===== config.mk =====
export PLATFORM = sky130hd
export DESIGN_NAME = oss_supervisor
export DESIGN_NICKNAME = d
export VERILOG_FILES = /design/src/rtl/oss_pkg.sv /design/src/rtl/oss_supervisor.sv
export SDC_FILE = /design/constraint.sdc
export NUM_CORES = 1
export LEC_CHECK = 0
export BUFFER_PORTS_ARGS = -buffer_cell sky130_fd_sc_hd__buf_2
export CAP_MARGIN = 20
export CORE_ASPECT_RATIO = 0.6
export CORE_UTILIZATION = 40
export CTS_BUF_LIST = sky130_fd_sc_hd__clkbuf_4
export DETAILED_ROUTE_END_ITERATION = 6
export HOLD_SLACK_MARGIN = 0.02
export PLACE_DENSITY_LB_ADDON = 0.15
export SKIP_CTS_REPAIR_TIMING = 1
export SLEW_MARGIN = 25
export SYNTH_ARGS = -nofsm -noshare
export SYNTH_HDL_FRONTEND = slang
export SYNTH_SLANG_ARGS = --single-unit

===== constraint.sdc =====
create_clock -name clk -period 6.9 [get_ports clk]
set_input_delay 0.69 -clock clk [delete_from_list [all_inputs] [get_ports clk]]
set_output_delay 0.69 -clock clk [all_outputs]
set_load 0.02 [all_outputs]

===== src/rtl/oss_pkg.sv =====
// Constants shared by the output synchronisation supervisor
package oss_pkg;

    // ------------------------------------------------------------
    // Clock and time base
    // ------------------------------------------------------------
    localparam int unsigned CLK_FREQ_HZ = 50_000_000;
    localparam int unsigned NS_PER_S    = 1_000_000_000;
    localparam logic [31:0] CLK_STEP_NS = 32'(NS_PER_S / CLK_FREQ_HZ);
    localparam logic [31:0] NS_MAX      = 32'hffff_ffff;

    // ------------------------------------------------------------
    // Register indices (byte address = index * 4)
    // ------------------------------------------------------------
    localparam int          IDX_W           = 6;
    localparam logic [5:0]  IDX_ENTRY_COUNT = 6'h00;
    localparam logic [5:0]  IDX_SOURCE      = 6'h01;
    localparam logic [5:0]  IDX_PERIOD      = 6'h02;
    localparam logic [5:0]  IDX_SHIFT       = 6'h03;
    localparam logic [5:0]  IDX_CAPS        = 6'h04;
    localparam logic [5:0]  IDX_MIN_PERIOD  = 6'h05;
    localparam logic [5:0]  IDX_SPACING     = 6'h06;
    localparam logic [5:0]  IDX_COMMAND     = 6'h08;
    localparam logic [5:0]  IDX_DELAY       = 6'h09;
    localparam logic [5:0]  IDX_MISSED      = 6'h0b;
    localparam logic [5:0]  IDX_OVERRUN     = 6'h0c;
    localparam logic [5:0]  IDX_SHORT       = 6'h0d;
    localparam logic [5:0]  IDX_LATE        = 6'h20;
    localparam logic [5:0]  IDX_IRQ_STATUS  = 6'h21;
    localparam logic [5:0]  IDX_IRQ_MASK    = 6'h22;

    // ------------------------------------------------------------
    // Fixed values, reset values and codes
    // ------------------------------------------------------------
    localparam logic [7:0]  ENTRY_COUNT_VAL = 8'h20;
    localparam logic [15:0] SOURCE_RESET    = 16'h0001;
    localparam logic [15:0] CAPS_VAL        = 16'hc007;
    localparam logic [15:0] CMD_START       = 16'h0001;
    localparam logic [15:0] CMD_RESET       = 16'h0000;
    localparam logic [15:0] MODE_FREE       = 16'h0000;
    localparam logic [15:0] MODE_BUF        = 16'h0001;
    localparam logic [15:0] MODE_FIRST_SYNC_PULSE      = 16'h0002;
    localparam logic [15:0] MODE_SECOND_SYNC_PULSE      = 16'h0003;
    localparam logic [15:0] CNT_MAX         = 16'hffff;
    localparam logic [15:0] CNT_ONE         = 16'h0001;

    // Interrupt status / mask bit positions
    localparam int          IRQ_W       = 4;
    localparam int          IRQ_MISSED  = 0;
    localparam int          IRQ_OVERRUN = 1;
    localparam int          IRQ_SHORT   = 2;
    localparam int          IRQ_LATE    = 3;

    // Elapsed-time trackers
    localparam int          NUM_TMR   = 4;
    localparam int          TMR_FIRST_SYNC_PULSE = 0;
    localparam int          TMR_SECOND_SYNC_PULSE = 1;
    localparam int          TMR_TRIG  = 2;
    localparam int          TMR_BUF   = 3;

    // AHB-Lite
    localparam int          HTRANS_ACTIVE_BIT = 1;
    localparam logic        HRESP_OKAY        = 1'b0;
    localparam int          HADDR_IDX_LSB     = 2;

endpackage


===== src/rtl/oss_supervisor.sv =====
// Output synchronisation supervisor with AHB-Lite register slave
`timescale 1ns/1ps

module oss_supervisor (
    input  wire logic        clk,
    input  wire logic        resetn,
    input  wire logic        hsel,
    input  wire logic [31:0] haddr,
    input  wire logic [1:0]  htrans,
    input  wire logic        hwrite,
    input  wire logic [2:0]  hsize,
    input  wire logic [31:0] hwdata,
    input  wire logic        hready,
    output logic      [31:0] hrdata,
    output logic             hreadyout,
    output logic             hresp,
    input  wire logic        first_sync_pulse,
    input  wire logic        second_sync_pulse,
    input  wire logic        buffer_write_event,
    input  wire logic        run_state,
    input  wire logic        cycle_work_done,
    output logic             output_apply,
    output logic             irq
);

    // ------------------------------------------------------------
    // Declarations
    // ------------------------------------------------------------
    logic                       wr_pend_q, wr_pend_d;
    logic [oss_pkg::IDX_W-1:0]  wr_idx_q,  wr_idx_d;
    logic [31:0]                rdata_q,   rdata_d;
    logic [15:0]                source_q,  source_d;
    logic [31:0]                period_q,  period_d;
    logic [15:0]                command_q, command_d;
    logic [oss_pkg::IRQ_W-1:0]  status_q,  status_d;
    logic [oss_pkg::IRQ_W-1:0]  mask_q,    mask_d;
    logic [1:0]                 meta_q, mid_q, last_q, level_q, level_d;
    logic [1:0]                 pulse_rise;
    logic [31:0]                free_acc_q, free_acc_d;
    logic [31:0]                tmr_q [oss_pkg::NUM_TMR];
    logic [31:0]                tmr_d [oss_pkg::NUM_TMR];
    logic [oss_pkg::NUM_TMR-1:0] tmr_restart;
    logic                       apply_q, apply_d;
    logic                       busy_q, busy_d;
    logic                       buf_seen_q, buf_seen_d;
    logic [31:0]                shift_q, shift_d;
    logic [31:0]                min_period_q, min_period_d;
    logic [31:0]                spacing_q, spacing_d;
    logic [31:0]                delay_q, delay_d;
    logic [15:0]                missed_q, missed_d;
    logic [15:0]                overrun_q, overrun_d;
    logic [15:0]                short_q, short_d;
    logic                       late_q, late_d;
    logic                       accept, wr_now, start_meas, meas_on;
    logic                       dc_mode, free_fire, trig;
    logic                       ev_missed, ev_overrun, ev_short;
    logic [oss_pkg::IDX_W-1:0]  acc_idx;
    logic [oss_pkg::IRQ_W-1:0]  irq_events;

    function automatic logic [31:0] ns_add(input logic [31:0] a);
        ns_add = (a > oss_pkg::NS_MAX - oss_pkg::CLK_STEP_NS)
               ? oss_pkg::NS_MAX : a + oss_pkg::CLK_STEP_NS;
    endfunction

    function automatic logic [15:0] cnt_inc(input logic [15:0] c,
                                            input logic        ev);
        // Saturating count
        // no wrap
        cnt_inc = (ev && c != oss_pkg::CNT_MAX) ? c + oss_pkg::CNT_ONE : c;
    endfunction

    function automatic logic [31:0] keep_max(input logic [31:0] cur,
                                             input logic [31:0] cand,
                                             input logic        ev);
        keep_max = (ev && cand > cur) ? cand : cur;
    endfunction

    // ------------------------------------------------------------
    // AHB-Lite slave
    // ------------------------------------------------------------
    assign accept  = hsel & hready & htrans[oss_pkg::HTRANS_ACTIVE_BIT];
    assign acc_idx = haddr[oss_pkg::HADDR_IDX_LSB +: oss_pkg::IDX_W];
    assign wr_now  = wr_pend_q;

    always_comb begin
        wr_pend_d = accept & hwrite;
        wr_idx_d  = accept ? acc_idx : wr_idx_q;
        rdata_d   = rdata_q;
        if (accept && !hwrite) begin
            rdata_d = 32'h0000_0000;
            case (acc_idx)
                oss_pkg::IDX_ENTRY_COUNT:
                    rdata_d[7:0] = oss_pkg::ENTRY_COUNT_VAL;
                oss_pkg::IDX_SOURCE:      rdata_d[15:0] = source_q;
                oss_pkg::IDX_PERIOD:      rdata_d = period_q;
                oss_pkg::IDX_SHIFT:       rdata_d = shift_q;
                oss_pkg::IDX_CAPS:        rdata_d[15:0] = oss_pkg::CAPS_VAL;
                oss_pkg::IDX_MIN_PERIOD:  rdata_d = min_period_q;
                oss_pkg::IDX_SPACING:     rdata_d = spacing_q;
                oss_pkg::IDX_COMMAND:     rdata_d[15:0] = command_q;
                oss_pkg::IDX_DELAY:       rdata_d = delay_q;
                oss_pkg::IDX_MISSED:      rdata_d[15:0] = missed_q;
                oss_pkg::IDX_OVERRUN:     rdata_d[15:0] = overrun_q;
                oss_pkg::IDX_SHORT:       rdata_d[15:0] = short_q;
                oss_pkg::IDX_LATE:        rdata_d[0] = late_q;
                oss_pkg::IDX_IRQ_STATUS:  rdata_d[oss_pkg::IRQ_W-1:0] = status_q;
                oss_pkg::IDX_IRQ_MASK:    rdata_d[oss_pkg::IRQ_W-1:0] = mask_q;
                default:                  rdata_d = 32'h0000_0000;
            endcase
        end
    end

    always_ff @(posedge clk or negedge resetn) begin
        if (!resetn) begin
            wr_pend_q <= 1'b0;
            wr_idx_q  <= '0;
            rdata_q   <= 32'h0000_0000;
        end else begin
            wr_pend_q <= wr_pend_d;
            wr_idx_q  <= wr_idx_d;
            rdata_q   <= rdata_d;
        end
    end

    // Zero wait states: a read in a write's data phase sees the old value
    assign hrdata    = rdata_q;
    assign hreadyout = 1'b1;
    assign hresp     = oss_pkg::HRESP_OKAY;

    // ------------------------------------------------------------
    // Software-written control
    // ------------------------------------------------------------
    // A repeated start clears the values again
    // start on write of one
    assign start_meas = wr_now && wr_idx_q == oss_pkg::IDX_COMMAND
                        && hwdata[15:0] == oss_pkg::CMD_START;
    assign meas_on    = command_q == oss_pkg::CMD_START;

    always_comb begin
        source_d  = source_q;
        period_d  = period_q;
        command_d = command_q;
        mask_d    = mask_q;
        // Hardware set wins over a write-one clear
        status_d  = status_q | irq_events;
        if (wr_now) begin
            case (wr_idx_q)
                oss_pkg::IDX_SOURCE:     source_d  = hwdata[15:0];
                oss_pkg::IDX_PERIOD:     period_d  = hwdata;
                oss_pkg::IDX_COMMAND:    command_d = hwdata[15:0];
                oss_pkg::IDX_IRQ_MASK:   mask_d    = hwdata[oss_pkg::IRQ_W-1:0];
                oss_pkg::IDX_IRQ_STATUS: status_d  = (status_q
                    & ~hwdata[oss_pkg::IRQ_W-1:0]) | irq_events;
                default: ;
            endcase
        end
    end

    always_ff @(posedge clk or negedge resetn) begin
        if (!resetn) begin
            source_q  <= oss_pkg::SOURCE_RESET;
            period_q  <= 32'h0000_0000;
            command_q <= oss_pkg::CMD_RESET;
            status_q  <= '0;
            mask_q    <= '0;
        end else begin
            source_q  <= source_d;
            period_q  <= period_d;
            command_q <= command_d;
            status_q  <= status_d;
            mask_q    <= mask_d;
        end
    end

    assign irq = |(status_q & mask_q);

    // ------------------------------------------------------------
    // Sync pulse inputs, three-stage with agreement filter
    // ------------------------------------------------------------
    // Edge taken only when stages two and three agree, so glitches are lost
    // A pulse must stay low for two clocks before it can rise again
    always_comb begin
        for (int i = 0; i < 2; i++) begin
            level_d[i]    = (mid_q[i] == last_q[i]) ? last_q[i] : level_q[i];
            pulse_rise[i] = level_d[i] & ~level_q[i];
        end
    end

    always_ff @(posedge clk or negedge resetn) begin
        if (!resetn) begin
            meta_q  <= 2'b00;
            mid_q   <= 2'b00;
            last_q  <= 2'b00;
            level_q <= 2'b00;
        end else begin
            meta_q  <= {second_sync_pulse, first_sync_pulse};
            mid_q   <= meta_q;
            last_q  <= mid_q;
            level_q <= level_d;
        end
    end

    // ------------------------------------------------------------
    // Trigger selection and local timer
    // ------------------------------------------------------------
    // Both pulse sources count as clock-synchronised mode
    assign dc_mode = source_q == oss_pkg::MODE_FIRST_SYNC_PULSE
                  || source_q == oss_pkg::MODE_SECOND_SYNC_PULSE;

    always_comb begin
        free_fire  = 1'b0;
        free_acc_d = 32'h0000_0000;
        // Restart after firing rounds the period up to whole clocks
        // free-run period in ns
        if (source_q == oss_pkg::MODE_FREE && period_q != 32'h0000_0000) begin
            if (ns_add(free_acc_q) >= period_q) begin
                free_fire = 1'b1;
            end else begin
                free_acc_d = ns_add(free_acc_q);
            end
        end
        case (source_q)
            oss_pkg::MODE_FREE:  trig = free_fire;
            oss_pkg::MODE_BUF:   trig = buffer_write_event;
            oss_pkg::MODE_FIRST_SYNC_PULSE: trig = pulse_rise[0];
            oss_pkg::MODE_SECOND_SYNC_PULSE: trig = pulse_rise[1];
            default:             trig = 1'b0;
        endcase
        apply_d     = trig;
        // A new cycle keeps the core busy even if work ends this cycle
        busy_d      = trig | (busy_q & ~cycle_work_done);
        buf_seen_d  = buffer_write_event | (buf_seen_q & ~pulse_rise[0]);
        // Trackers restart at one step so the event cycle counts as 20 ns
        tmr_restart = {buffer_write_event, trig, pulse_rise[1], pulse_rise[0]};
        for (int t = 0; t < oss_pkg::NUM_TMR; t++) begin
            tmr_d[t] = tmr_restart[t] ? oss_pkg::CLK_STEP_NS : ns_add(tmr_q[t]);
        end
    end

    always_ff @(posedge clk or negedge resetn) begin
        if (!resetn) begin
            free_acc_q <= 32'h0000_0000;
            apply_q    <= 1'b0;
            busy_q     <= 1'b0;
            buf_seen_q <= 1'b0;
            for (int t = 0; t < oss_pkg::NUM_TMR; t++) begin
                tmr_q[t] <= 32'h0000_0000;
            end
        end else begin
            free_acc_q <= free_acc_d;
            apply_q    <= apply_d;
            busy_q     <= busy_d;
            buf_seen_q <= buf_seen_d;
            for (int t = 0; t < oss_pkg::NUM_TMR; t++) begin
                tmr_q[t] <= tmr_d[t];
            end
        end
    end

    assign output_apply = apply_q;

    // ------------------------------------------------------------
    // Timing measurement
    // ------------------------------------------------------------
    // Values are sampled at apply or at work done, never in between
    always_comb begin
        shift_d      = shift_q;
        min_period_d = min_period_q;
        spacing_d    = spacing_q;
        delay_d      = delay_q;
        if (start_meas) begin
            shift_d      = 32'h0000_0000;
            min_period_d = 32'h0000_0000;
            spacing_d    = 32'h0000_0000;
            delay_d      = 32'h0000_0000;
        end else if (meas_on) begin
            shift_d = keep_max(shift_q, tmr_q[oss_pkg::TMR_FIRST_SYNC_PULSE],
                               apply_q & dc_mode);
            delay_d = keep_max(delay_q, tmr_q[oss_pkg::TMR_SECOND_SYNC_PULSE],
                               apply_q & dc_mode);
            min_period_d = keep_max(min_period_q, tmr_q[oss_pkg::TMR_TRIG],
                                    cycle_work_done & busy_q);
            spacing_d = keep_max(spacing_q, tmr_q[oss_pkg::TMR_BUF],
                                 cycle_work_done & dc_mode);
        end
    end

    always_ff @(posedge clk or negedge resetn) begin
        if (!resetn) begin
            shift_q      <= 32'h0000_0000;
            min_period_q <= 32'h0000_0000;
            spacing_q    <= 32'h0000_0000;
            delay_q      <= 32'h0000_0000;
        end else begin
            shift_q      <= shift_d;
            min_period_q <= min_period_d;
            spacing_q    <= spacing_d;
            delay_q      <= delay_d;
        end
    end

    // ------------------------------------------------------------
    // Error counters and late flag
    // ------------------------------------------------------------
    // Missed window restarts at each first-pulse rise
    // missed buffer event
    assign ev_missed  = pulse_rise[0] & dc_mode & run_state & ~buf_seen_q;
    assign ev_overrun = trig & run_state & busy_q;
    assign ev_short   = pulse_rise[1] & dc_mode
                      & (tmr_q[oss_pkg::TMR_FIRST_SYNC_PULSE] < spacing_q);

    always_comb begin
        // Counters hold at all ones until reset
        missed_d  = cnt_inc(missed_q, ev_missed);
        overrun_d = cnt_inc(overrun_q, ev_overrun);
        short_d   = cnt_inc(short_q, ev_short);
        late_d    = dc_mode ? (trig ? busy_q : late_q) : 1'b0;
        irq_events = '0;
        irq_events[oss_pkg::IRQ_MISSED]  = ev_missed;
        irq_events[oss_pkg::IRQ_OVERRUN] = ev_overrun;
        irq_events[oss_pkg::IRQ_SHORT]   = ev_short;
        irq_events[oss_pkg::IRQ_LATE]    = dc_mode & trig & busy_q;
    end

    always_ff @(posedge clk or negedge resetn) begin
        if (!resetn) begin
            missed_q  <= 16'h0000;
            overrun_q <= 16'h0000;
            short_q   <= 16'h0000;
            late_q    <= 1'b0;
        end else begin
            missed_q  <= missed_d;
            overrun_q <= overrun_d;
            short_q   <= short_d;
            late_q    <= late_d;
        end
    end

endmodule


==> flow_summary.json <==
{
  "finClkSkew_ns": 0.0488,
  "cp_slowest_cell": "or3_1",
  "drv_cap": 0,
  "reg2reg_depth": 16,
  "syn-instance-count": 2636,
  "yosysTopAreaCell": "dfrtp_1",
  "initial_core_util": 0.408,
  "nets": 3057,
  "hold_end": "wr_now",
  "drive_gt1_frac": 0.140,
  "hpwl_um": 58700,
  "hold_violations": 0,
  "grt_overflow_total": 0,
  "cts_root_buf": "clkbuf_4",
  "p_leak_nw": 13.2,
  "status": "finished with violations",
  "power.total_mw": 6.59,
  "start_kind": "flip-flop",
  "ys_types": 76,
  "netlist_top_cells_area": "dfrtp_1 44%, ha_1 9.7%, mux2i_1 5.8%, nor2_1 4.3%, a21oi_1 3.9%",
  "clock_latency_ns": 0.92,
  "arrival_ns": 6.40,
  "drc": 2,
  "dr.pass1.iters": 7,
  "ios": 115,
  "clockBufferDepth": 3,
  "antenna_found_initial": 3,
  "cts.clk_slew.worst_paths_ns": 0.07,
  "setup_viol": 0,
  "drt_wl_total_um": 79200,
  "grt.total_usage": 0.246,
  "regToRegStartpoint": "free_acc_q[5]",
  "fin_ws_ns": 1.27,
  "die_x_um": 330,
  "tightest_slew_ns": 1.13,
  "via_count": 20900,
  "yosysTopAreaCellShare": 0.437,
  "cts_tree": "yes",
  "synth.avg_cell_area_um2": 9.77,
  "grt_pass1_wl_um": 123000,
  "finalCritPeriodShare": 0.816,
  "min_delay_path_depth": 3,
  "die-area_mm2": 0.0655,
  "numCtsBuffers": 112,
  "die_h_um": 199,
  "slew_violations": 0,
  "antenna_left": 0,
  "max-slew-margin-rel": 0.234,
  "numClockSinks": 451,
  "ys_top_cells_by_count": "450 x dfrtp_1, 292 x nor2_1, 201 x a21oi_1",
  "rsz0062_at_grt": "no",
  "portBuffers": 82,
  "cp_cell_sequence": "nand4_1 -> nor2_1 -> o2111ai_1 -> or2_2 -> or3_1 -> buf_4 -> nand2_1 -> ha_1 -> nand3_1 -> or3_1 -> o32a_1 -> a211oi_1 -> a211o_1 -> buf_4 -> mux2i_1 -> nor2_1",
  "grt_pass1_vias": 20000,
  "core_region_area_mm2": 0.0632,
  "worstSetupPathType": "reg2reg",
  "min_path_type": "in2reg",
  "async_flop_share": 1.00,
  "synth_enable_flop_cells": 0,
  "synth_ff_type": "dfrtp_1",
  "cp_max_fo": 33,
  "drt_first_iter_violations": 1940,
  "hp-start": "hwrite",
  "synth_fp_nets": 2914,
  "cp_data_required_time_ns": 7.67,
  "r2r_slack_ns": 1.27,
  "yosysWarnings": 0,
  "syn_area_mm2": 0.0258,
  "area_growth_pct": 11.6,
  "synth_seq_cells": 451,
  "worstSetupEndpointType": "flip-flop",
  "yosysMostFrequentCell": "dfrtp_1",
  "row_count": 71,
  "critPathMaxStageDelay_ns": 0.64,
  "r2r-end": "late_q",
  "routedWlPerCell_um": 21.4,
  "ys_seq_area_frac": 0.438,
  "min_period_ns": 5.63,
  "place_congestion": 0.926,
  "pwr_density_cell_mw_per_mm2": 229,
  "h-tree-depth": 3,
  "grt_max_degree": 168,
  "dpl_worst_slack_ns": 1.21,
  "whs_ns": 0.0740,
  "post_drt_via_cell_ratio": 5.65,
  "failed_checks": "DRC",
  "irDropWorstVdd_v": 0.000129,
  "setup_tns_ns": 0,
  "max_freq_mhz": 178
}
[per-stage QoR]
step	util	cell area [um2]	instances
floorplan	-	25800	2636
global placement	0.429	27100	3483
detailed placement	0.429	27100	3483
CTS	0.451	28500	3677
global route	0.455	28700	3699
finish	0.455	28700	3699
[critical path, delay by kind of cell, from the launching register on]
family	cells	cell delay (ns)
AOI/OAI and AO/OA	4	1.57
adders and majority gates	1	0.14
buffers and inverters	2	0.84
DFF	1	0.41
muxes	1	0.24
and+or+nand+nor	8	2.28
[kinds of logic (layout without fill, tap and decap cells)]
kind of cell,after synthesis,in the layout,synth area share
buffers and inverters,292,515,0.0452
multiplexers,229,229,0.0928
flip-flops,451,451,0.438
AO/OA/AOI/OAI,497,497,0.124
adder cells (fa/ha/maj),201,201,0.0974
XOR/XNOR,156,156,0.0530
other,2,3,0.000292
AND/OR/NAND/NOR,808,808,0.150
[layer usage]
layer	track usage	routed length, um	vias up	part of all wire
met1	0.399	41500	10400	0.52
li1	-	-	9772	-
met4	0.0634	1360	2	0.017
met5	0	11	-	0.00014
met3	0.0500	5580	101	0.071
met2	0.320	30700	655	0.39
[cell usage in the layout, fill, tap and decap left out, types with 5 or more instances in the layout]
master,instances
o211ai_1,6
and3_1,42
nor2b_1,15
a21oi_1,200
and2_1,6
inv_1,187
dfrtp_1,450
nand4b_1,8
clkbuf_4,171
dlygate4sd3_1,20
nor2_1,283
nand2b_1,14
nand4_1,63
ha_1,199
nor2_2,7
mux2i_1,150
a222oi_1,27
and4_1,11
xnor2_1,76
buf_2,81
nor4_1,26
nand2_1,161
or2_2,9
a22oi_1,30
xor2_1,80
a221oi_1,16
mux2_2,79
a2111oi_0,6
or3_1,5
o21a_1,8
buf_4,29
a21o_1,29
nand3b_1,8
o21ai_0,65
a31oi_1,43
nand3_1,86
nor3_1,42
clkinv_1,18
a211oi_1,14
[sequential cells by signal, summed over array words and instances, names as in the netlist, 4 cells and up]
name	cells
hrdata	32
status_q	4
wr_idx_q	6
short_q	16
shift_q	31
free_acc_q	32
mask_q	4
source_q	16
missed_q	16
spacing_q	31
command_q	16
tmr_q	124
period_q	32
delay_q	31
min_period_q	31
overrun_q	16
[layout make-up]
type | instances | area [um2]
diodes | 1 | 2.50
clock buffers | 171 | 1280
clock inverters | 23 | 118
fillers | 6101 | 34400
inverters | 188 | 706
multi-input cells | 1893 | 13400
flip-flops and latches | 451 | 11300
well taps | 839 | 1050
repair buffers | 133 | 886
[how the worst max path moves through the flow]
stage                              from              to  cells past startpoint
after detailed placement  free_acc_q[5]  free_acc_q[19]                     15
after floorplan           free_acc_q[5]   overrun_q[13]                     18
final                     free_acc_q[5]          late_q                     16
after CTS                 free_acc_q[5]  free_acc_q[19]                     15
after global placement    free_acc_q[5]          late_q                     16
after global routing      free_acc_q[5]    overrun_q[1]                     17
[report_power, final]
group	leakage [nW]	total [mW]	switching [mW]	internal, mW
Clock	0.847	2.31	1.16	1.15
Sequential	5.59	3.21	0.347	2.86
Combinational	6.79	1.07	0.614	0.456
Total	13.2	6.59	2.12	4.47
Power figures use the tool's default switching activity.
